### src/hdl/tsc_cfg.svh
`ifndef TSC_CFG_SVH
`define TSC_CFG_SVH

// word indices; byte address is four times the index
`define TSC_IDX_RESTART 6'h00
`define TSC_IDX_PLL_APPLY 6'h02
`define TSC_IDX_LATENCY 6'h04
`define TSC_IDX_AMBIENT 6'h05
`define TSC_IDX_STANDBY 6'h08
`define TSC_IDX_INIT 6'h0b
`define TSC_IDX_PLL_MULT 6'h0c
`define TSC_IDX_STATUS 6'h10

// field masks, writable except status which is read-only; everything else reads zero
`define TSC_MASK_PLL_APPLY 24'h000004
`define TSC_MASK_LATENCY 24'h400000
`define TSC_MASK_AMBIENT 24'h200000
`define TSC_MASK_STANDBY 24'h000004
`define TSC_MASK_INIT 24'h002000
`define TSC_MASK_PLL_MULT 24'h3fffff
`define TSC_MASK_RESTART 24'h000001
`define TSC_MASK_STATUS 24'h000007

// field positions
`define TSC_BIT_PLL_APPLY 2
`define TSC_BIT_EARLY 22
`define TSC_BIT_AMBIENT 21
`define TSC_BIT_STANDBY 2
`define TSC_BIT_INIT 13
`define TSC_BIT_RESTART 0
`define TSC_MULT_M_HI 21
`define TSC_MULT_M_LO 16
`define TSC_MULT_FRAC_HI 15

// reset values
`define TSC_RST_ZERO 24'h000000
`define TSC_RST_STANDBY 24'h000004
`define TSC_RST_PLL_MULT 24'h100000

`endif

### src/hdl/tsc_pkg.sv
package tsc_pkg;

  typedef logic [23:0] tsc_word_t;

  typedef enum logic [1:0]
  {
    TSC_SEQ_IDLE = 2'b00,
    TSC_SEQ_HOLD = 2'b01
  } tsc_seq_state_t;

  typedef struct packed
  {
    tsc_word_t pll_reg;
    tsc_word_t lat_reg;
    tsc_word_t amb_reg;
    tsc_word_t stby_reg;
    tsc_word_t init_reg;
    tsc_word_t mult_reg;
    logic ack;
    tsc_word_t rdata;
    logic restart;
  } tsc_regs_t;

  typedef struct packed
  {
    tsc_seq_state_t st;
    logic pll_seen;
    logic pll_apply;
    logic depth_start;
    logic pix_rst;
  } tsc_seq_t;

endpackage

### src/hdl/tsc_ctrl_if.sv
`timescale 1ns/1ps
`default_nettype none
interface tsc_ctrl_if;
  logic pll_bit;
  logic early_en;
  logic amb_en;
  logic standby;
  logic restart;
  logic pll_apply;
  logic depth_start;
  logic pix_rst;
  logic busy;

  modport regs
  (
    output pll_bit, early_en, amb_en, standby, restart,
    input pll_apply, depth_start, pix_rst, busy
  );

  modport seq
  (
    input pll_bit, early_en, amb_en, standby, restart,
    output pll_apply, depth_start, pix_rst, busy
  );
endinterface
`default_nettype wire

### src/hdl/tsc_ctrl_regs.sv
// Overview of operation
// RQ1 - software writes apply bit high then low; pll changes only then
// RQ2 - early enable starts depth processing right after the last quad readout
// RQ3 - strong-light enable keeps pixel reset asserted during the whole readout; here pixel reset follows readout one cycle late
// RQ4 - software sets strong-light enable only while the shutter is enabled
// RQ5 - standby bit at one holds standby; clearing it leaves standby
// RQ6 - standby bit resets to one, standby register reads four
// RQ7 - software writes the setup bit to one during initialization
// RQ8 - unused bits read zero; software writes zero into them
// RQ9 - registers are 24 bits and keep written values until overwritten
// RQ10 - soft restart bit reinitialises sensor and returns registers to defaults
`timescale 1ns/1ps
`default_nettype none
`include "tsc_cfg.svh"
module tsc_ctrl_regs
  import tsc_pkg::*;
(
  input wire logic clk_i,
  input wire logic rst_i,
  input wire logic wb_cyc_i,
  input wire logic wb_stb_i,
  input wire logic wb_we_i,
  input wire logic [7:0] wb_adr_i,
  input wire logic [3:0] wb_sel_i,
  input wire logic [31:0] wb_dat_i,
  output logic [31:0] wb_dat_o,
  output logic wb_ack_o,
  input wire logic quad_done_i,
  input wire logic frame_end_i,
  input wire logic readout_i,
  output logic standby_o,
  output logic init_done_o,
  output logic [5:0] mod_m_o,
  output logic [15:0] mod_frac_o,
  output logic pll_apply_o,
  output logic depth_start_o,
  output logic pix_rst_o,
  output logic restart_o
);

  tsc_regs_t r;
  tsc_regs_t next_r;
  tsc_ctrl_if ctl();

  logic req;
  logic wr;
  logic [5:0] idx;
  logic [2:0] lanes;
  tsc_word_t wdat;
  logic soft_hit;

  // merge write data into a register through lanes and field mask
  function automatic tsc_word_t wmerge(input tsc_word_t old,
                                        input tsc_word_t wd,
                                        input logic [2:0] sel,
                                        input tsc_word_t fmask);
    tsc_word_t m;
    m = {{8{sel[2]}}, {8{sel[1]}}, {8{sel[0]}}} & fmask;
    return (old & ~m) | (wd & m);
  endfunction

  // new request seen once; ack is not yet up
  assign req = wb_cyc_i && wb_stb_i && !r.ack;
  assign wr = req && wb_we_i;
  assign idx = wb_adr_i[7:2];
  assign lanes = wb_sel_i[2:0];
  assign wdat = wb_dat_i[23:0];
  assign soft_hit = wr && (idx == `TSC_IDX_RESTART) && lanes[0]
                    && wdat[`TSC_BIT_RESTART];

  // register file next state
  always_comb
  begin
    next_r = r;
    next_r.ack = req;
    next_r.restart = 1'b0;
    // only writable fields are stored, so spare bits stay zero [RQ8]
    if (wr)
    begin
      if (idx == `TSC_IDX_PLL_APPLY)
      begin
        next_r.pll_reg = wmerge(r.pll_reg, wdat, lanes,
                                `TSC_MASK_PLL_APPLY); // [RQ9]
      end
      else if (idx == `TSC_IDX_LATENCY)
      begin
        next_r.lat_reg = wmerge(r.lat_reg, wdat, lanes,
                                `TSC_MASK_LATENCY); // [RQ9]
      end
      else if (idx == `TSC_IDX_AMBIENT)
      begin
        next_r.amb_reg = wmerge(r.amb_reg, wdat, lanes,
                                `TSC_MASK_AMBIENT); // [RQ9]
      end
      else if (idx == `TSC_IDX_STANDBY)
      begin
        next_r.stby_reg = wmerge(r.stby_reg, wdat, lanes,
                                 `TSC_MASK_STANDBY); // [RQ5]
      end
      else if (idx == `TSC_IDX_INIT)
      begin
        next_r.init_reg = wmerge(r.init_reg, wdat, lanes,
                                 `TSC_MASK_INIT); // [RQ9]
      end
      else if (idx == `TSC_IDX_PLL_MULT)
      begin
        next_r.mult_reg = wmerge(r.mult_reg, wdat, lanes,
                                 `TSC_MASK_PLL_MULT); // [RQ9]
      end
    end
    // read mux; unmapped and write-only spares answer zero [RQ8]
    next_r.rdata = `TSC_RST_ZERO;
    if (req && !wb_we_i)
    begin
      if (idx == `TSC_IDX_PLL_APPLY)
      begin
        next_r.rdata = r.pll_reg;
      end
      else if (idx == `TSC_IDX_LATENCY)
      begin
        next_r.rdata = r.lat_reg;
      end
      else if (idx == `TSC_IDX_AMBIENT)
      begin
        next_r.rdata = r.amb_reg;
      end
      else if (idx == `TSC_IDX_STANDBY)
      begin
        next_r.rdata = r.stby_reg; // [RQ6]
      end
      else if (idx == `TSC_IDX_INIT)
      begin
        next_r.rdata = r.init_reg;
      end
      else if (idx == `TSC_IDX_PLL_MULT)
      begin
        next_r.rdata = r.mult_reg;
      end
      else if (idx == `TSC_IDX_STATUS)
      begin
        next_r.rdata = {21'h000000, r.init_reg[`TSC_BIT_INIT],
                        ctl.busy, r.stby_reg[`TSC_BIT_STANDBY]};
      end
    end
    // soft restart: defaults everywhere, restart bit never sticks [RQ10]
    if (soft_hit)
    begin
      next_r.pll_reg = `TSC_RST_ZERO;
      next_r.lat_reg = `TSC_RST_ZERO;
      next_r.amb_reg = `TSC_RST_ZERO;
      next_r.stby_reg = `TSC_RST_STANDBY;
      next_r.init_reg = `TSC_RST_ZERO;
      next_r.mult_reg = `TSC_RST_PLL_MULT;
      next_r.restart = 1'b1;
    end
  end

  // state register; standby comes up set [RQ6]
  always_ff @(posedge clk_i)
  begin
    if (rst_i)
    begin
      r <= '0;
      r.stby_reg <= `TSC_RST_STANDBY; // [RQ6]
      r.mult_reg <= `TSC_RST_PLL_MULT;
    end
    else
    begin
      r <= next_r;
    end
  end

  // controls toward the sequencer
  assign ctl.pll_bit = r.pll_reg[`TSC_BIT_PLL_APPLY]; // [RQ1]
  assign ctl.early_en = r.lat_reg[`TSC_BIT_EARLY];
  assign ctl.amb_en = r.amb_reg[`TSC_BIT_AMBIENT];
  assign ctl.standby = r.stby_reg[`TSC_BIT_STANDBY]; // [RQ5]
  assign ctl.restart = r.restart;

  tsc_seq u_seq
  (
    .clk_i(clk_i),
    .rst_i(rst_i),
    .quad_done_i(quad_done_i),
    .frame_end_i(frame_end_i),
    .readout_i(readout_i),
    .ctl(ctl)
  );

  // outputs, all from flops; upper bus byte reads zero
  assign wb_dat_o = {8'h00, r.rdata};
  assign wb_ack_o = r.ack;
  assign standby_o = ctl.standby;
  // setup bit only reported; software must set it
  assign init_done_o = r.init_reg[`TSC_BIT_INIT];
  assign mod_m_o = r.mult_reg[`TSC_MULT_M_HI:`TSC_MULT_M_LO];
  assign mod_frac_o = r.mult_reg[`TSC_MULT_FRAC_HI:0];
  assign pll_apply_o = ctl.pll_apply;
  assign depth_start_o = ctl.depth_start;
  assign pix_rst_o = ctl.pix_rst;
  assign restart_o = r.restart;

  // helpers for the checks below
  logic past_rd;
  logic [5:0] past_idx;
  always_ff @(posedge clk_i)
  begin
    past_rd <= req && !wb_we_i;
    past_idx <= idx;
  end

  // bits that may read nonzero in the word now being answered
  tsc_word_t rd_mask;
  always_comb
  begin
    rd_mask = `TSC_RST_ZERO;
    if (past_idx == `TSC_IDX_PLL_APPLY)
    begin
      rd_mask = `TSC_MASK_PLL_APPLY;
    end
    else if (past_idx == `TSC_IDX_LATENCY)
    begin
      rd_mask = `TSC_MASK_LATENCY;
    end
    else if (past_idx == `TSC_IDX_AMBIENT)
    begin
      rd_mask = `TSC_MASK_AMBIENT;
    end
    else if (past_idx == `TSC_IDX_STANDBY)
    begin
      rd_mask = `TSC_MASK_STANDBY;
    end
    else if (past_idx == `TSC_IDX_INIT)
    begin
      rd_mask = `TSC_MASK_INIT;
    end
    else if (past_idx == `TSC_IDX_PLL_MULT)
    begin
      rd_mask = `TSC_MASK_PLL_MULT;
    end
    else if (past_idx == `TSC_IDX_STATUS)
    begin
      rd_mask = `TSC_MASK_STATUS;
    end
  end
endmodule
`default_nettype wire

### src/hdl/tsc_seq.sv
`timescale 1ns/1ps
`default_nettype none
module tsc_seq
  import tsc_pkg::*;
(
  input wire logic clk_i,
  input wire logic rst_i,
  input wire logic quad_done_i,
  input wire logic frame_end_i,
  input wire logic readout_i,
  tsc_ctrl_if.seq ctl
);

  tsc_seq_t s;
  tsc_seq_t next_s;

  // sequencing of pll apply, depth start and pixel reset
  always_comb
  begin
    next_s = s;
    next_s.pll_apply = 1'b0;
    next_s.depth_start = 1'b0;
    // apply only on the high-then-low pulse from software [RQ1]
    if (ctl.pll_bit)
    begin
      next_s.pll_seen = 1'b1;
    end
    else if (s.pll_seen)
    begin
      next_s.pll_seen = 1'b0;
      next_s.pll_apply = 1'b1;
    end
    case (s.st)
      TSC_SEQ_IDLE:
      begin
        // standby blocks any new frame work [RQ5]
        if (quad_done_i && !ctl.standby)
        begin
          if (ctl.early_en)
          begin
            next_s.depth_start = 1'b1; // [RQ2]
          end
          else
          begin
            next_s.st = TSC_SEQ_HOLD; // [RQ2]
          end
        end
      end
      TSC_SEQ_HOLD:
      begin
        if (ctl.standby)
        begin
          next_s.st = TSC_SEQ_IDLE; // [RQ5]
        end
        else if (frame_end_i || ctl.early_en)
        begin
          next_s.depth_start = 1'b1;
          next_s.st = TSC_SEQ_IDLE;
        end
      end
      default:
      begin
        next_s.st = TSC_SEQ_IDLE;
      end
    endcase
    // pixel reset registered from readout: high from its second cycle to one cycle past its end [RQ3]
    next_s.pix_rst = ctl.amb_en && !ctl.standby && readout_i;
    // soft restart clears sequencer state too [RQ10]
    if (ctl.restart)
    begin
      next_s = '0;
    end
  end

  always_ff @(posedge clk_i)
  begin
    if (rst_i)
    begin
      s <= '0;
    end
    else
    begin
      s <= next_s;
    end
  end

  assign ctl.pll_apply = s.pll_apply;
  assign ctl.depth_start = s.depth_start;
  assign ctl.pix_rst = s.pix_rst;
  assign ctl.busy = (s.st == TSC_SEQ_HOLD);
endmodule
`default_nettype wire

### config.mk
export PLATFORM = sky130hd
export DESIGN_NAME = tsc_ctrl_regs
export DESIGN_NICKNAME = d
export VERILOG_FILES = /design/src/hdl/tsc_pkg.sv /design/src/hdl/tsc_ctrl_if.sv /design/src/hdl/tsc_ctrl_regs.sv /design/src/hdl/tsc_seq.sv
export VERILOG_INCLUDE_DIRS = /design/src /design/src/hdl
export SDC_FILE = /design/constraint.sdc
export NUM_CORES = 1
export LEC_CHECK = 0
export BUFFER_PORTS_ARGS = -buffer_cell sky130_fd_sc_hd__buf_2
export CAP_MARGIN = 10
export CELL_PAD_IN_SITES_DETAIL_PLACEMENT = 1
export CELL_PAD_IN_SITES_GLOBAL_PLACEMENT = 1
export CORE_MARGIN = 2
export CORE_UTILIZATION = 29
export CTS_CLUSTER_DIAMETER = 150
export CTS_CLUSTER_SIZE = 14
export DETAILED_ROUTE_END_ITERATION = 10
export PLACE_DENSITY = 0.82
export SETUP_SLACK_MARGIN = 0.3
export SLEW_MARGIN = 20
export SYNTH_ARGS = -nofsm -noshare
export SYNTH_HDL_FRONTEND = slang
export SYNTH_HIERARCHICAL = 1
export SYNTH_SLANG_ARGS = --single-unit
### constraint.sdc
create_clock -name clk_i -period 1.55 [get_ports clk_i]
set_input_delay 0.2325 -clock clk_i [delete_from_list [all_inputs] [get_ports clk_i]]
set_output_delay 0.2325 -clock clk_i [all_outputs]
set_load 0.05 [all_outputs]
After elaboration in Yosys (flattened, before gate mapping):

Index checks and enable logic that the tools add are counted.

* flip-flop bits (word level): 176
* bits in latches: 0
* RAM bits: 0
* ROM bits: 0
* output and inout bits: 61
* memories: 0

* add/subtract/negate cells: 0
* $mul: 0
* div/mod/pow operators: 0
* $lt $le $gt $ge: 0
* equality and inequality tests: 11
* shift-type cells: 0
* muxes and demuxes: 20
* bitwise logic cells: 28
* reductions and logical operators: 27

Operator list (number)
* $and 24x24->24: 6
* $mux 24: 6
* $or 24x24->24: 6
* $and 24x22->24: 2
* $not 22->24: 2
* $and 24x14->24: 1
* $and 24x23->24: 1
* $and 24x3->24: 1
* $not 14->24: 1
* $not 23->24: 1
* $not 3->24: 1
* $eq 6x4->1 const B: 3
* $eq 6x3->1 const B: 2
* $logic_and 1x1->1: 10
* $mux 2: 4
* $mux 1: 7
* $reduce_and 7->1: 1
* $eq 6x2->1 const B: 1
* $eq 6x5->1 const B: 1
* $logic_not 6->1: 1
* $not 1->1: 6
* $reduce_and 3->1: 2
* $reduce_and 6->1: 1
* $reduce_or 2->1: 3
* 14 further kinds: 16

Longest topological paths before layout:

* word-level depth: 8
* depth in mapped cells: 7

Hierarchy:

Netlist, hierarchy kept.

By module, submodules not included
* tsc_ctrl_regs: instances 1, cells an instance 186, area an instance 2006.9 µm²
* tsc_seq: instances 1, cells an instance 15, area an instance 167.7 µm²

Worst setup path after synthesis:

No wires, ideal clock.

* kind: reg2reg
* start: register r, in the netlist wb_ack_o
* end: register (tool-made name)
* library setup time: 0.120 ns
* arrival: 1.780 ns
* path slack: -0.350 ns
* cell stages (with the launch flop): 7
* buffers on the path: 2
* clock period less this slack: 1.900 ns
* cell sequence: dfxtp_1 and4b_1 buf_6 and4b_4 a31o_1 buf_6 a211o_1

RTL lines
* start: declaration: line tsc_ctrl_regs.sv:41 `tsc_regs_t r;`
* start signal: assignment: line tsc_ctrl_regs.sv:169 `r <= next_r;`

==> run_results.csv <==
group,metric,value,unit
cells_and_area,drive_gt1_frac,0.5106,
synth,synth_area,0.002175,mm2
synth,yosys.area_share.adder,0,
synth,synth_top_flop_cell,"dfxtp_1",
clocking,cts-root-buf,"clkbuf_8",
clocking,numCtsBuffers,9,
synth,ys_seq_area_frac,0.5247,
synth,synth_area_per_cell,10.82,um2
global_route,antenna_found_initial,0,
floorplan,die_h,90.60,um
hold_path,min-delay-start,"readout_i",
worst_setup_path,critPathLaunchType,"register",
power,power_switching,0.7237,mW
worst_setup_path,r2r_setup_slack,90,ps
global_route,track_usage,0.1612,
sta,fin_tns_setup,0,ps
routing,wl,6657,um
cells_and_area,final_common_cell,"buf_2",
synth,syn_inst,201,
synth,synth_mux_area_frac,0.1203,
routing,ant_nets,0,
clocking,htree_levels,3,
power,powerDensity,930.9,mW/mm2
sta,drv_slew,0,
global_route,grt_pass1_wl,10180,um
worst_setup_path,cp-end-kind,"register",
global_route,grt_max_degree,14,
sta,fin_crit,1464,ps
routing,drtIter0Drc,29,
cells_and_area,fillCellCount,823,
clocking,clkSlewWorstSetupHoldPaths,60,ps
power,p_total,3.169,mW
global_route,gr-total-overflow,0,
power,pwr-share-comb,0.085,
routing,vias,1939,
synth,synth_compound_area_frac,0.04143,
floorplan,io_pins,113,
global_route,grt_pass1_vias,2000,
worst_setup_path,crit_type,"reg2reg",
floorplan,initial_core_util,0.2998,
synth,synthSimpleGateAreaFrac,0.2468,
power,seqPwrFrac,0.463,
sta,rsz0062_at_grt,"yes",
floorplan,dieArea,0.008207,mm2
power,power.share.switching,0.2284,
placed_design,place.gp.congestion,0.8295,
sta,whs,132.0,ps
hold_path,min_to,"u_seq/ctl.pix_rst",
hold_path,min_path_type,"in2reg",
cells_and_area,antennaDiodeCount,0,
clocking,cts_hold_buf,0,
clocking,clock-sinks,57,
synth,synth_async_sr_flop_share,0,
routing,dr.pass1.iters,4,
clocking,clockBufferDepth,2,
worst_setup_path,worstReg2RegStart,"wb_ack_o",
placed_design,io_buffers,91,
sta,skew,5.308,ps
placed_design,hpwl,4510,um
hold_path,holdPathStages,3,
sta,hold_violations,0,
synth,ys_warn_count,6,
sta,setup_violations,0,
sta,fin_crit_sh,0.9447,
worst_setup_path,crit_required,1760,ps
cells_and_area,finalNonFillerCells,428,
placed_design,placed_cells,398,
clocking,clock_latency,330,ps
worst_setup_path,worst_r2r_path_depth,5,
cells_and_area,most-common-layout-cells,"buf_2 (84), dfxtp_1 (55), nor2_1 (24)",
routing,wl_per_cell,15.55,um
worst_setup_path,arrival,1680,ps
sta,max_freq,682.9,MHz
floorplan,row_count,31,
routing,via_per_inst,4.530,
cells_and_area,fin_nets,376,
power,ir_drop,0.3785,mV
routing,drcViolationCount,0,
synth,synth_top_family_by_area,"simple AND/OR/NAND/NOR gates",
synth,ys_ff_latch,57,
floorplan,fp.dieW,90.60,um
synth,synthXorXnorAreaFrac,0,
run_status,status,"complete, no violations",
power,p_leak,1.701,nW
synth,yosysUniqueCellTypes,42,
synth,synth_edf_count,0,
worst_setup_path,cp_max_fo,7,
cells_and_area,syn_to_final_growth,56.56,%
power,clkPwrFrac,0.453,
clocking,cts_tree,"built",
job,drv_cap,0,
floorplan,core,0.007253,mm2
power,p_int,2.446,mW
-- area by class of cell --
| cell class | count | area, um2 | share of cell area |
|---|---|---|---|
| Clock buffer | 14 | 172.7 | 0.05072 |
| Timing Repair Buffer | 120 | 830.8 | 0.2440 |
| Multi-Input combinational cell | 134 | 1089 | 0.3197 |
| Sequential cell | 57 | 1146 | 0.3366 |
| Inverter | 2 | 7.507 | 0.002205 |
| Tap cell | 99 | 123.9 | 0.03638 |
| Clock inverter | 2 | 35.03 | 0.01029 |
-- kinds of logic (layout without fill, tap and decap cells) --
group           count (synthesis)  after routing
simple gates                   87             87
flops                          57             57
mux                            26             26
buf+inv                        18            138
compound gates                 12             12
other cells                     1              9
-- routing by layer --
layer / GRT usage / vias to the layer above / part of all wire
li1: - / 940 / -
met1: 0.1821 / 926 / 0.42
met2: 0.2861 / 64 / 0.52
met3: 0.04841 / 9 / 0.053
met4: 0.05769 / 0 / 0.012
met5: 0 / - / 0
-- worst max-delay path, cell delays in order, from the launching register on --
cell and delay (ps):
dfxtp_4 340, and4b_1 290, buf_6 170, nand4_4 110, buf_4 160, a211o_1 270
-- synthesized netlist by cell type (2+ instances only) --
library cell / n / area (um2)
a211o_1: 2 / 17.52
a21oi_1: 4 / 20.02
a22oi_1: 2 / 15.01
and3_1: 17 / 106.4
and4_1: 2 / 17.52
buf_2: 2 / 10.01
buf_4: 9 / 67.56
buf_6: 2 / 22.52
buf_8: 2 / 30.03
dfxtp_1: 57 / 1141
inv_1: 2 / 7.510
mux2i_1: 25 / 250.2
nand2_1: 7 / 26.28
nand3_1: 3 / 15.01
nand4_1: 4 / 25.02
nand4_2: 3 / 37.54
nor2_1: 31 / 116.4
nor3b_2: 2 / 25.02
nor4b_1: 2 / 17.52
-- timing repair --
| item | CTS | global route |
|---|---|---|
| buffers inserted | 7 | 5 |
| endpoints found under the setup margin | 53 | 55 |
| cloned | 2 | 0 |
| resized for setup | 26 | 27 |
| pin swaps | 3 | 11 |
-- metrics by stage --
stage                     cell area, um2  setup WS [ps]    util
after floorplan                     2208         -45.17       -
after global placement              2816          15.87  0.3883
after global routing                3405          33.20  0.4694
after CTS                           3243          73.00  0.4471
final                               3405          85.71  0.4694
after detailed placement            2816         -48.67  0.3883
-- worst max path at each step --
stage                      startpoint  endpoint  slack, ps
after floorplan              wb_ack_o  register        -50
after detailed placement  wb_adr_i[4]  register        -50
after global routing         wb_ack_o  register         30
after CTS                    wb_ack_o  register         70
after global placement    wb_adr_i[4]  register         20
final                        wb_ack_o  register         90
-- power groups by stage --
stage | logic, mW | clock network, mW | registers (mW)
global placement | 0.199 | 0 | 1.50
CTS | 0.246 | 1.48 | 1.47
finish | 0.268 | 1.44 | 1.47
global route | 0.286 | 1.55 | 1.47
detailed placement | 0.202 | 0 | 1.50
floorplan | 0.121 | 0 | 1.50
(Power assumes the default switching activity.)
